`src/rtl/periph_port_defines.svh`:
```
// Constants for the peripheral master port
`ifndef PERIPH_PORT_DEFINES_SVH
`define PERIPH_PORT_DEFINES_SVH
`define TRANS_IDLE    2'h0
`define TRANS_NONSEQ  2'h2
`define BURST_SINGLE  3'h0
`define SIZE_BYTE     3'h0
`define SIZE_HALF     3'h1
`define SIZE_WORD     3'h2
`define PROT_DATA_BIT 0
`define WORD_STEP     32'h4
`define CNT_ONE       4'h1
`define CNT_TWO       4'h2
`define CNT_ZERO      4'h0
`define PROT_DEFAULT  4'h1
`define RESP_ERROR    1'h1
`define MAX_REGS      4'hF
`endif

```
`src/rtl/periph_port_pkg.sv`:
```
// Types for the peripheral master port
package periph_port_pkg;
  typedef enum logic [2:0] {
    OP_BYTE     = 3'h0,
    OP_HALF     = 3'h1,
    OP_WORD     = 3'h2,
    OP_MULTIPLE = 3'h3,
    OP_DOUBLE   = 3'h4
  } op_kind_e;
  typedef enum logic [2:0] {
    ST_IDLE = 3'b001,
    ST_ADDR = 3'b010,
    ST_DATA = 3'b100
  } port_state_e;
endpackage : periph_port_pkg

```
`src/rtl/periph_align_check.sv`:
```
// Alignment check and transfer sizing for one request
`timescale 1ns/1ps
`include "periph_port_defines.svh"
module periph_align_check
  import periph_port_pkg::*;
(
  input  wire logic [2:0] op_kind,      // Requested operation
  input  wire logic [1:0] addr_low,     // Low address bits
  input  wire logic       strict_order, // Device or strongly-ordered target
  input  wire logic       exclusive,    // Exclusive access
  output logic            misaligned,   // Alignment fault condition
  output logic      [2:0] width         // Transfer size code
);
  always_comb begin
    unique case (op_kind)
      OP_BYTE: width = `SIZE_BYTE;
      OP_HALF: width = `SIZE_HALF;
      default: width = `SIZE_WORD;
    endcase
    misaligned = 1'b0;
    if (strict_order || exclusive || op_kind == OP_MULTIPLE || op_kind == OP_DOUBLE) begin
      if (width == `SIZE_HALF)
        misaligned = addr_low[0];
      else if (width == `SIZE_WORD)
        misaligned = |addr_low;
    // Normal memory is refused alike: splitting an unaligned access is not built
    end else if (width == `SIZE_HALF) begin
      misaligned = addr_low[0];
    end else if (width == `SIZE_WORD) begin
      misaligned = |addr_low;
    end
  end
endmodule : periph_align_check

```
`src/rtl/peripheral_master_port.sv`:
```
// AHB-Lite peripheral master port turning loads and stores into single transfers
`timescale 1ns/1ps
`include "periph_port_defines.svh"
module peripheral_master_port
  import periph_port_pkg::*;
(
  input  wire logic        clk,                    // 40 MHz clock
  input  wire logic        rst_n,                  // Async reset, active low
  input  wire logic        req_valid,              // Load/store request
  output logic             req_ready,              // Request accepted
  input  wire logic  [2:0] req_op,                 // Operation kind
  input  wire logic        req_write,              // Store when high
  input  wire logic [31:0] req_addr,               // Byte address
  input  wire logic  [3:0] req_count,              // Register count for multiple
  input  wire logic        req_strict,             // Device/strongly-ordered target
  input  wire logic        req_exclusive,          // Exclusive access
  input  wire logic  [3:0] req_prot,               // Privilege etc, bit 0 forced
  input  wire logic [31:0] wr_data,                // Store data for current beat
  output logic             wr_data_take,           // Store data consumed this cycle
  output logic             rd_valid,               // Load data beat valid
  output logic      [31:0] rd_data,                // Load data beat
  output logic             op_done,                // Operation finished, pulse
  output logic             op_error,               // Slave error on finish, pulse
  output logic             alignment_fault_exception, // Fault pulse, no transfer
  output logic      [31:0] periph_byte_address,    // HADDR
  output logic       [1:0] periph_transfer_kind,   // HTRANS
  output logic       [2:0] periph_burst_kind,      // HBURST
  output logic       [2:0] periph_transfer_width,  // HSIZE
  output logic       [3:0] periph_protection_bits, // HPROT
  output logic             periph_write,           // HWRITE
  output logic      [31:0] periph_write_data,      // HWDATA
  input  wire logic [31:0] periph_read_data,       // HRDATA
  input  wire logic        periph_ready,           // HREADY
  input  wire logic        periph_resp             // HRESP
);
  port_state_e state_q, state_d;
  logic [31:0] addr_q, addr_d;
  logic  [2:0] width_q, width_d;
  logic  [3:0] left_q, left_d;
  logic        write_q, write_d;
  logic  [3:0] prot_q, prot_d;
  logic        err_q, err_d;
  logic [31:0] wdata_q, wdata_d;
  logic        rd_valid_q, rd_valid_d;
  logic [31:0] rd_data_q, rd_data_d;
  logic        done_q, done_d;
  logic        fault_q, fault_d;
  logic        misaligned;
  logic  [2:0] req_width;
  logic  [3:0] beats;

  periph_align_check u_align (
    .op_kind      (req_op),
    .addr_low     (req_addr[1:0]),
    .strict_order (req_strict),
    .exclusive    (req_exclusive),
    .misaligned   (misaligned),
    .width        (req_width)
  );

  // Beat count: multiple uses its register count (one beat when it is zero), doubleword two words
  function automatic logic [3:0] beat_count(input logic [2:0] op, input logic [3:0] cnt);
    unique case (op)
      OP_MULTIPLE: beat_count = (cnt == 4'h0) ? `CNT_ONE : cnt;
      OP_DOUBLE:   beat_count = `CNT_TWO;
      default:     beat_count = `CNT_ONE;
    endcase
  endfunction : beat_count

  assign beats     = beat_count(req_op, req_count);
  assign req_ready = state_q == ST_IDLE;

  always_comb begin
    state_d    = state_q;
    addr_d     = addr_q;
    width_d    = width_q;
    left_d     = left_q;
    write_d    = write_q;
    prot_d     = prot_q;
    err_d      = err_q;
    wdata_d    = wdata_q;
    rd_valid_d = 1'b0;
    rd_data_d  = rd_data_q;
    done_d     = 1'b0;
    fault_d    = 1'b0;
    wr_data_take = 1'b0;
    unique case (state_q)
      ST_IDLE: begin
        if (req_valid) begin
          if (misaligned) begin
            fault_d = 1'b1;
          end else begin
            addr_d  = req_addr;
            width_d = req_width;
            left_d  = beats;
            write_d = req_write;
            prot_d  = req_prot | `PROT_DEFAULT;
            err_d   = 1'b0;
            state_d = ST_ADDR;
          end
        end
      end
      ST_ADDR: begin
        // Address phase is taken once the previous data phase is ready
        if (periph_ready) begin
          state_d = ST_DATA;
          if (write_q) begin
            wdata_d      = wr_data;
            wr_data_take = 1'b1;
          end
        end
      end
      ST_DATA: begin
        if (periph_ready) begin
          if (periph_resp == `RESP_ERROR)
            err_d = 1'b1;
          if (!write_q) begin
            rd_valid_d = 1'b1;
            rd_data_d  = periph_read_data;
          end
          if (left_q == `CNT_ONE) begin
            done_d  = 1'b1;
            state_d = ST_IDLE;
          end else begin
            left_d  = left_q - `CNT_ONE;
            addr_d  = addr_q + `WORD_STEP;
            state_d = ST_ADDR;
          end
        end
      end
      default: state_d = ST_IDLE;
    endcase
  end

  always_ff @(posedge clk or negedge rst_n) begin
    if (!rst_n) begin
      state_q    <= ST_IDLE;
      addr_q     <= 32'h0;
      width_q    <= `SIZE_WORD;
      left_q     <= 4'h0;
      write_q    <= 1'b0;
      prot_q     <= `PROT_DEFAULT;
      err_q      <= 1'b0;
      wdata_q    <= 32'h0;
      rd_valid_q <= 1'b0;
      rd_data_q  <= 32'h0;
      done_q     <= 1'b0;
      fault_q    <= 1'b0;
    end else begin
      state_q    <= state_d;
      addr_q     <= addr_d;
      width_q    <= width_d;
      left_q     <= left_d;
      write_q    <= write_d;
      prot_q     <= prot_d;
      err_q      <= err_d;
      wdata_q    <= wdata_d;
      rd_valid_q <= rd_valid_d;
      rd_data_q  <= rd_data_d;
      done_q     <= done_d;
      fault_q    <= fault_d;
    end
  end

  // Every transfer is NONSEQ SINGLE; only data accesses leave this port
  assign periph_transfer_kind   = (state_q == ST_ADDR) ? `TRANS_NONSEQ : `TRANS_IDLE;
  assign periph_burst_kind      = `BURST_SINGLE;
  assign periph_byte_address    = addr_q;
  assign periph_transfer_width  = width_q;
  assign periph_protection_bits = prot_q;
  assign periph_write           = write_q;
  assign periph_write_data      = wdata_q;
  assign rd_valid               = rd_valid_q;
  assign rd_data                = rd_data_q;
  assign op_done                = done_q;
  assign op_error               = done_q & err_q;
  assign alignment_fault_exception = fault_q;

  // Natural alignment for the size a request asks for; word-wide kinds need both low bits clear
  function automatic logic size_misaligned(input logic [2:0] op, input logic [1:0] low);
    unique case (op)
      OP_BYTE: size_misaligned = 1'b0;
      OP_HALF: size_misaligned = low[0];
      default: size_misaligned = |low;
    endcase
  endfunction : size_misaligned

  // Checker bookkeeping: address phases issued against the beats promised at acceptance
  logic  [3:0] issued_q, issued_d;
  logic  [3:0] total_q, total_d;

  always_comb begin
    issued_d = issued_q;
    total_d  = total_q;
    if (req_valid && req_ready && !misaligned) begin
      issued_d = `CNT_ZERO;
      total_d  = beats;
    end else if (periph_transfer_kind == `TRANS_NONSEQ && periph_ready) begin
      issued_d = issued_q + `CNT_ONE;
    end
  end

  always_ff @(posedge clk or negedge rst_n) begin
    if (!rst_n) begin
      issued_q <= `CNT_ZERO;
      total_q  <= `CNT_ZERO;
    end else begin
      issued_q <= issued_d;
      total_q  <= total_d;
    end
  end

  AST_BURST_SINGLE: assert property (@(posedge clk) disable iff (!rst_n)
    periph_burst_kind == `BURST_SINGLE) else $error("burst not single");
  AST_TRANS_KIND: assert property (@(posedge clk) disable iff (!rst_n)
    periph_transfer_kind == `TRANS_IDLE || periph_transfer_kind == `TRANS_NONSEQ)
    else $error("illegal transfer kind");
  AST_SIZE_MAX: assert property (@(posedge clk) disable iff (!rst_n)
    periph_transfer_kind == `TRANS_NONSEQ |-> periph_transfer_width <= `SIZE_WORD)
    else $error("size too wide");
  AST_PROT_DATA: assert property (@(posedge clk) disable iff (!rst_n)
    periph_transfer_kind == `TRANS_NONSEQ |-> periph_protection_bits[`PROT_DATA_BIT])
    else $error("prot bit 0 low");
  AST_NO_CROSS: assert property (@(posedge clk) disable iff (!rst_n)
    periph_transfer_kind == `TRANS_NONSEQ |->
      !(periph_transfer_width == `SIZE_HALF && periph_byte_address[0]) &&
      !(periph_transfer_width == `SIZE_WORD && |periph_byte_address[1:0]))
    else $error("transfer misaligned or crossing");
  AST_FAULT_NO_XFER: assert property (@(posedge clk) disable iff (!rst_n)
    req_valid && req_ready && misaligned |=> alignment_fault_exception && state_q == ST_IDLE)
    else $error("fault did not block transfer");
  AST_STEP_FOUR: assert property (@(posedge clk) disable iff (!rst_n)
    state_q == ST_DATA && periph_ready && left_q != `CNT_ONE |=>
      periph_byte_address == $past(periph_byte_address) + `WORD_STEP)
    else $error("address step not four");
  AST_IDLE_WHEN_FREE: assert property (@(posedge clk) disable iff (!rst_n)
    state_q == ST_IDLE |-> periph_transfer_kind == `TRANS_IDLE)
    else $error("not idle while free");
  AST_SIZE_MATCH: assert property (@(posedge clk) disable iff (!rst_n)
    req_valid && req_ready && !misaligned |=> periph_transfer_kind == `TRANS_NONSEQ &&
      periph_transfer_width == $past(req_width)) else $error("size differs from request");
  AST_DEV_ALIGN: assert property (@(posedge clk) disable iff (!rst_n)
    req_valid && req_ready && req_strict && size_misaligned(req_op, req_addr[1:0]) |=>
      alignment_fault_exception && periph_transfer_kind == `TRANS_IDLE) else $error("device access not aligned");
  AST_EXCL_ALIGN: assert property (@(posedge clk) disable iff (!rst_n)
    req_valid && req_ready && req_exclusive && size_misaligned(req_op, req_addr[1:0]) |=>
      alignment_fault_exception && periph_transfer_kind == `TRANS_IDLE) else $error("exclusive access not aligned");
  AST_WIDE_WORDS: assert property (@(posedge clk) disable iff (!rst_n)
    req_valid && req_ready && !size_misaligned(req_op, req_addr[1:0]) && (req_op == OP_MULTIPLE ||
      req_op == OP_DOUBLE) |=> periph_transfer_width == `SIZE_WORD) else $error("wide access not in words");
  AST_BYTE_EXACT: assert property (@(posedge clk) disable iff (!rst_n)
    req_valid && req_ready && req_op == OP_BYTE |=> periph_transfer_kind == `TRANS_NONSEQ &&
      periph_byte_address == $past(req_addr) && periph_transfer_width == `SIZE_BYTE)
    else $error("byte access not at its own address");
  AST_HALF_EXACT: assert property (@(posedge clk) disable iff (!rst_n)
    req_valid && req_ready && req_op == OP_HALF && !req_addr[0] |=> periph_transfer_kind == `TRANS_NONSEQ &&
      periph_byte_address == $past(req_addr) && periph_transfer_width == `SIZE_HALF)
    else $error("halfword access not at its own address");
  AST_HALF_LOAD_FAULT: assert property (@(posedge clk) disable iff (!rst_n)
    req_valid && req_ready && req_strict && !req_write && req_op == OP_HALF && req_addr[0] |=>
      alignment_fault_exception && periph_transfer_kind == `TRANS_IDLE) else $error("odd halfword load not faulted");
  AST_WORD_LOAD_FAULT: assert property (@(posedge clk) disable iff (!rst_n)
    req_valid && req_ready && req_strict && !req_write && req_op == OP_WORD && |req_addr[1:0] |=>
      alignment_fault_exception && periph_transfer_kind == `TRANS_IDLE) else $error("unaligned word load not faulted");
  AST_HALF_STORE_FAULT: assert property (@(posedge clk) disable iff (!rst_n)
    req_valid && req_ready && req_strict && req_write && req_op == OP_HALF && req_addr[0] |=>
      alignment_fault_exception && periph_transfer_kind == `TRANS_IDLE) else $error("odd halfword store not faulted");
  AST_BEATS_DONE: assert property (@(posedge clk) disable iff (!rst_n)
    op_done |-> issued_q == total_q)
    else $error("beat count differs at finish");
  AST_BEAT_LIMIT: assert property (@(posedge clk) disable iff (!rst_n)
    periph_transfer_kind == `TRANS_NONSEQ |-> issued_q < total_q)
    else $error("more transfers than beats");
  AST_DATA_HOLD: assert property (@(posedge clk) disable iff (!rst_n)
    state_q == ST_DATA && !periph_ready |=> $stable(periph_byte_address) && $stable(periph_transfer_width) &&
      $stable(periph_write) && $stable(periph_write_data)) else $error("transfer changed in wait state");
  AST_ONE_TRANSFER: assert property (@(posedge clk) disable iff (!rst_n)
    periph_transfer_kind == `TRANS_NONSEQ && periph_ready |=> periph_transfer_kind == `TRANS_IDLE)
    else $error("back-to-back address phases");
  AST_DONE_IDLE: assert property (@(posedge clk) disable iff (!rst_n)
    op_done |-> periph_transfer_kind == `TRANS_IDLE && req_ready)
    else $error("port busy after finish");
endmodule : peripheral_master_port

```
`config.mk`:
```
export PLATFORM = sky130hd
export DESIGN_NAME = peripheral_master_port
export DESIGN_NICKNAME = d
export VERILOG_FILES = /design/src/rtl/periph_port_pkg.sv /design/src/rtl/periph_align_check.sv /design/src/rtl/peripheral_master_port.sv
export VERILOG_INCLUDE_DIRS = /design/src /design/src/rtl
export SDC_FILE = /design/constraint.sdc
export NUM_CORES = 1
export LEC_CHECK = 0
export BUFFER_PORTS_ARGS = -buffer_cell sky130_fd_sc_hd__buf_2
export CAP_MARGIN = 10
export CORE_MARGIN = 2
export CORE_UTILIZATION = 53
export CTS_BUF_LIST = sky130_fd_sc_hd__clkbuf_2
export DETAILED_ROUTE_END_ITERATION = 10
export PLACE_DENSITY = 0.88
export SETUP_SLACK_MARGIN = 0.15
export SLEW_MARGIN = 30
export SYNTH_ARGS = -nofsm -noshare
export SYNTH_HDL_FRONTEND = slang
export SYNTH_HIERARCHICAL = 1
export SYNTH_SLANG_ARGS = --single-unit
export TNS_END_PERCENT = 10
```
`constraint.sdc`:
```
create_clock -name clk -period 3.25 [get_ports clk]
set_input_delay 0.4875 -clock clk [delete_from_list [all_inputs] [get_ports clk]]
set_output_delay 0.4875 -clock clk [all_outputs]
set_load 0.005 [all_outputs]
```
==> results.py <==
metrics = {
    "finish": {
        "drive_gt1_frac": 0.458,
        "fin_nets": 861,
        "utilization": 0.727,
        "area_growth_pct": 33.4,
        "fill_cells": 685,
        "stdcell_count": 890,
    },
    "timing": {
        "setup_viol": 0,
        "drv_slew": 0,
        "tns_ns": 0,
        "max_freq_mhz": 352,
        "period_needed_ns": 2.84,
        "rsz0062_at_grt": "no",
        "fin_crit_sh": 0.873,
        "fin_skew_ns": 0.0311,
        "setup_ws_ns": 0.413,
        "tightest_slew_ns": 0.889,
        "slew_headroom": 0.405,
        "finalHoldViolCount": 0,
    },
    "cts": {
        "cts_buffer_depth": 2,
        "h-tree-depth": 4,
        "post_cts_buffers": 0,
        "clkLatencyLatePin_ns": 0.67,
        "root_buffer": "clkbuf_2",
        "clock_sinks": 114,
        "clk_pin_slew_ns": 0.18,
        "cts_buffers": 17,
        "cts_tree": "done",
    },
    "min_path": {
        "min_from": "periph_resp",
        "hp-class": "input pin to flop",
    },
    "synthesis": {
        "ys_warn_count": 6,
        "synthArstFlopShare": 1.00,
        "seq_area_frac_synth": 0.536,
        "syn_inst": 492,
        "synth.distinct_cells": 58,
        "ys.flop_type": "dfrtp_1",
        "avgSynthCellArea_um2": 10.8,
        "synth_seq_cells": 114,
        "synthesis.area_um2": 5330,
        "synth_edf_count": 0,
    },
    "route": {
        "drt-wirelength-per-cell_um": 18.2,
        "ant_nets": 0,
        "vias_per_cell": 5.67,
        "drtIter0Drc": 396,
        "drt_wl_total_um": 16200,
        "drtPass1Iterations": 5,
        "drc": 0,
        "vias": 5044,
    },
    "worst_setup_path": {
        "startpoint_type": "flop",
        "slowest_delay_ns": 0.56,
        "crit_type": "flop to output port",
        "crit_required_ns": 2.76,
        "slowest_stage": "dfrtp_1",
        "critPathTopFamily": "flip-flops",
        "crit_path_end_kind": "output port",
        "worstSetupStartpoint": "state_q[1]",
        "crit_buf_inv": 2,
        "cp.arrival_ns": 2.35,
        "cp_cell_sequence": "nor3b_2 -> and3_1 -> buf_4 -> buf_2",
        "worstReg2RegStart": "state_q[1]",
        "cp_max_fo": 33,
    },
    "placement": {
        "dp.cells": 823,
        "place_ws_ns": 0.937,
        "dp_hpwl_um": 10800,
        "place_congestion": 0.880,
        "numPortBuffers": 221,
    },
    "global_routing": {
        "grt_pass1_vias": 4891,
        "grt_pass1_wl_um": 24600,
        "grt-ovfl-total": 0,
        "grt_max_degree": 74,
        "grt.total_usage": 0.286,
        "antenna_found_initial": 2,
    },
    "die": {
        "die_y_um": 104,
        "die_area_um2": 10900,
        "num_io_pins": 230,
        "initial_core_util": 0.545,
        "placeableCoreArea_um2": 9770,
        "die_x_um": 104,
        "fp-row-count": 36,
    },
    "power": {
        "pwr-share-seq": 0.511,
        "p_total_w": 0.00396,
        "p_per_area_nw_per_um2": 557,
        "p_sw_w": 0.00141,
        "swShare": 0.356,
        "combPwrFrac": 0.274,
        "power_frac_clock": 0.215,
        "ir_drop_v": 0.000328,
        "p_int_w": 0.00255,
        "p_leak_nw": 3.67,
    },
    "status": {
        "status": "complete, no violations",
    },
    "run": {
        "drv_cap": 0,
    },
}
-- sequential cells by signal, indices dropped and copies added (netlist names) --
signal                     cells
periph_byte_address           32
err_q                          1
alignment_fault_exception      1
periph_write                   1
rd_valid                       1
periph_transfer_width          3
periph_protection_bits         3
op_done                        1
rd_data                       32
state_q                        3
periph_write_data             32
left_q                         4
-- power groups by stage --
stage	Clock (W)	Combinational [W]	Sequential, W
floorplan	0	0.000489	0.00201
finish	0.000853	0.00108	0.00202
CTS	0.000862	0.00106	0.00201
detailed placement	0	0.00104	0.00203
global placement	0	0.000985	0.00201
global route	0.000924	0.00119	0.00207
-- metal layers --
| layer | global-route usage | share of wire | vias to the layer above |
|---|---|---|---|
| met2 | 0.480 | 0.52 | 265 |
| met3 | 0.0708 | 0.069 | 55 |
| li1 | - | - | 2276 |
| met1 | 0.348 | 0.37 | 2446 |
| met4 | 0.128 | 0.037 | 2 |
| met5 | 0 | 0.00080 | - |
-- metrics by stage --
step	hold slack [ns]	cell area, µm²
global placement	0.448	6550
floorplan	0.192	5340
global route	-0.00826	7110
finish	0.0466	7110
CTS	0.000251	6930
detailed placement	0.455	6550
-- worst paths after layout --
path	to	slack, ns	cells after the start
hold / removal	err_q	0.05	2
setup / recovery	wr_data_take	0.41	4
max in group asynchronous	periph_transfer_width[1]	2.11	3
hold reg to reg	periph_transfer_width[1]	0.47	2
setup reg to reg	periph_byte_address[15]	0.93	6
min in group asynchronous	rd_data[4]	0.39	2
-- cells by family (layout without fill, tap and decap cells) --
family	after synthesis	in the layout	synth area share
other	3	7	0.00211
muxes	67	67	0.141
AOI/OAI and AO/OA	113	113	0.133
buffers and inverters	45	306	0.0380
and+or+nand+nor	147	147	0.143
DFF	114	114	0.536
adders and majority gates	3	3	0.00704
-- worst reg2reg max path: stages, from the launching register on --
cell	delay [ns]
dfrtp_1	0.52
nand4bb_1	0.41
o22ai_2	0.51
buf_4	0.37
nand3_1	0.12
o22ai_1	0.12
o21ba_2	0.18
-- Yosys cell counts, drive strengths merged (11+ instances only) --
master    n  share of area
buf      15          0.017
dfrtp   112           0.53
o22ai    12          0.014
a21oi    37          0.035
clkbuf   19          0.013
nand3    16          0.017
nand2    59          0.042
o21ai    26          0.024
inv      11         0.0077
nor2     22          0.016
mux2     64           0.14
-- cells in the final DEF, fill, tap and decap left out, types with 11 or more instances in the layout --
master / netlist / final
a21oi_1: 36 / 36
buf_2: 9 / 220
clkbuf_2: 0 / 19
dfrtp_1: 112 / 112
dlygate4sd3_1: 0 / 34
inv_1: 11 / 11
mux2_2: 64 / 64
nand2_1: 59 / 59
nand3_1: 14 / 14
nor2_1: 21 / 20
o21ai_0: 26 / 26
o22ai_1: 12 / 11
-- final cells by class --
cell class,instances,area [µm²],area share
clock inverter,13,113,0.0158
inverter,11,41.3,0.00581
multi-input combinational,336,2310,0.325
sequential,114,2860,0.402
clock buffer,19,95.1,0.0134
antenna,1,2.50,0.000352
timing repair buffer,263,1530,0.214
tap,133,166,0.0234
-- timing repair --
action                                 CTS  global route
endpoints found under the hold margin   87            17
setup endpoints to repair                0             1
hold buffers                            17            17
resized for setup                        0             1
No activity file was read; power rests on OpenSTA's default activity.
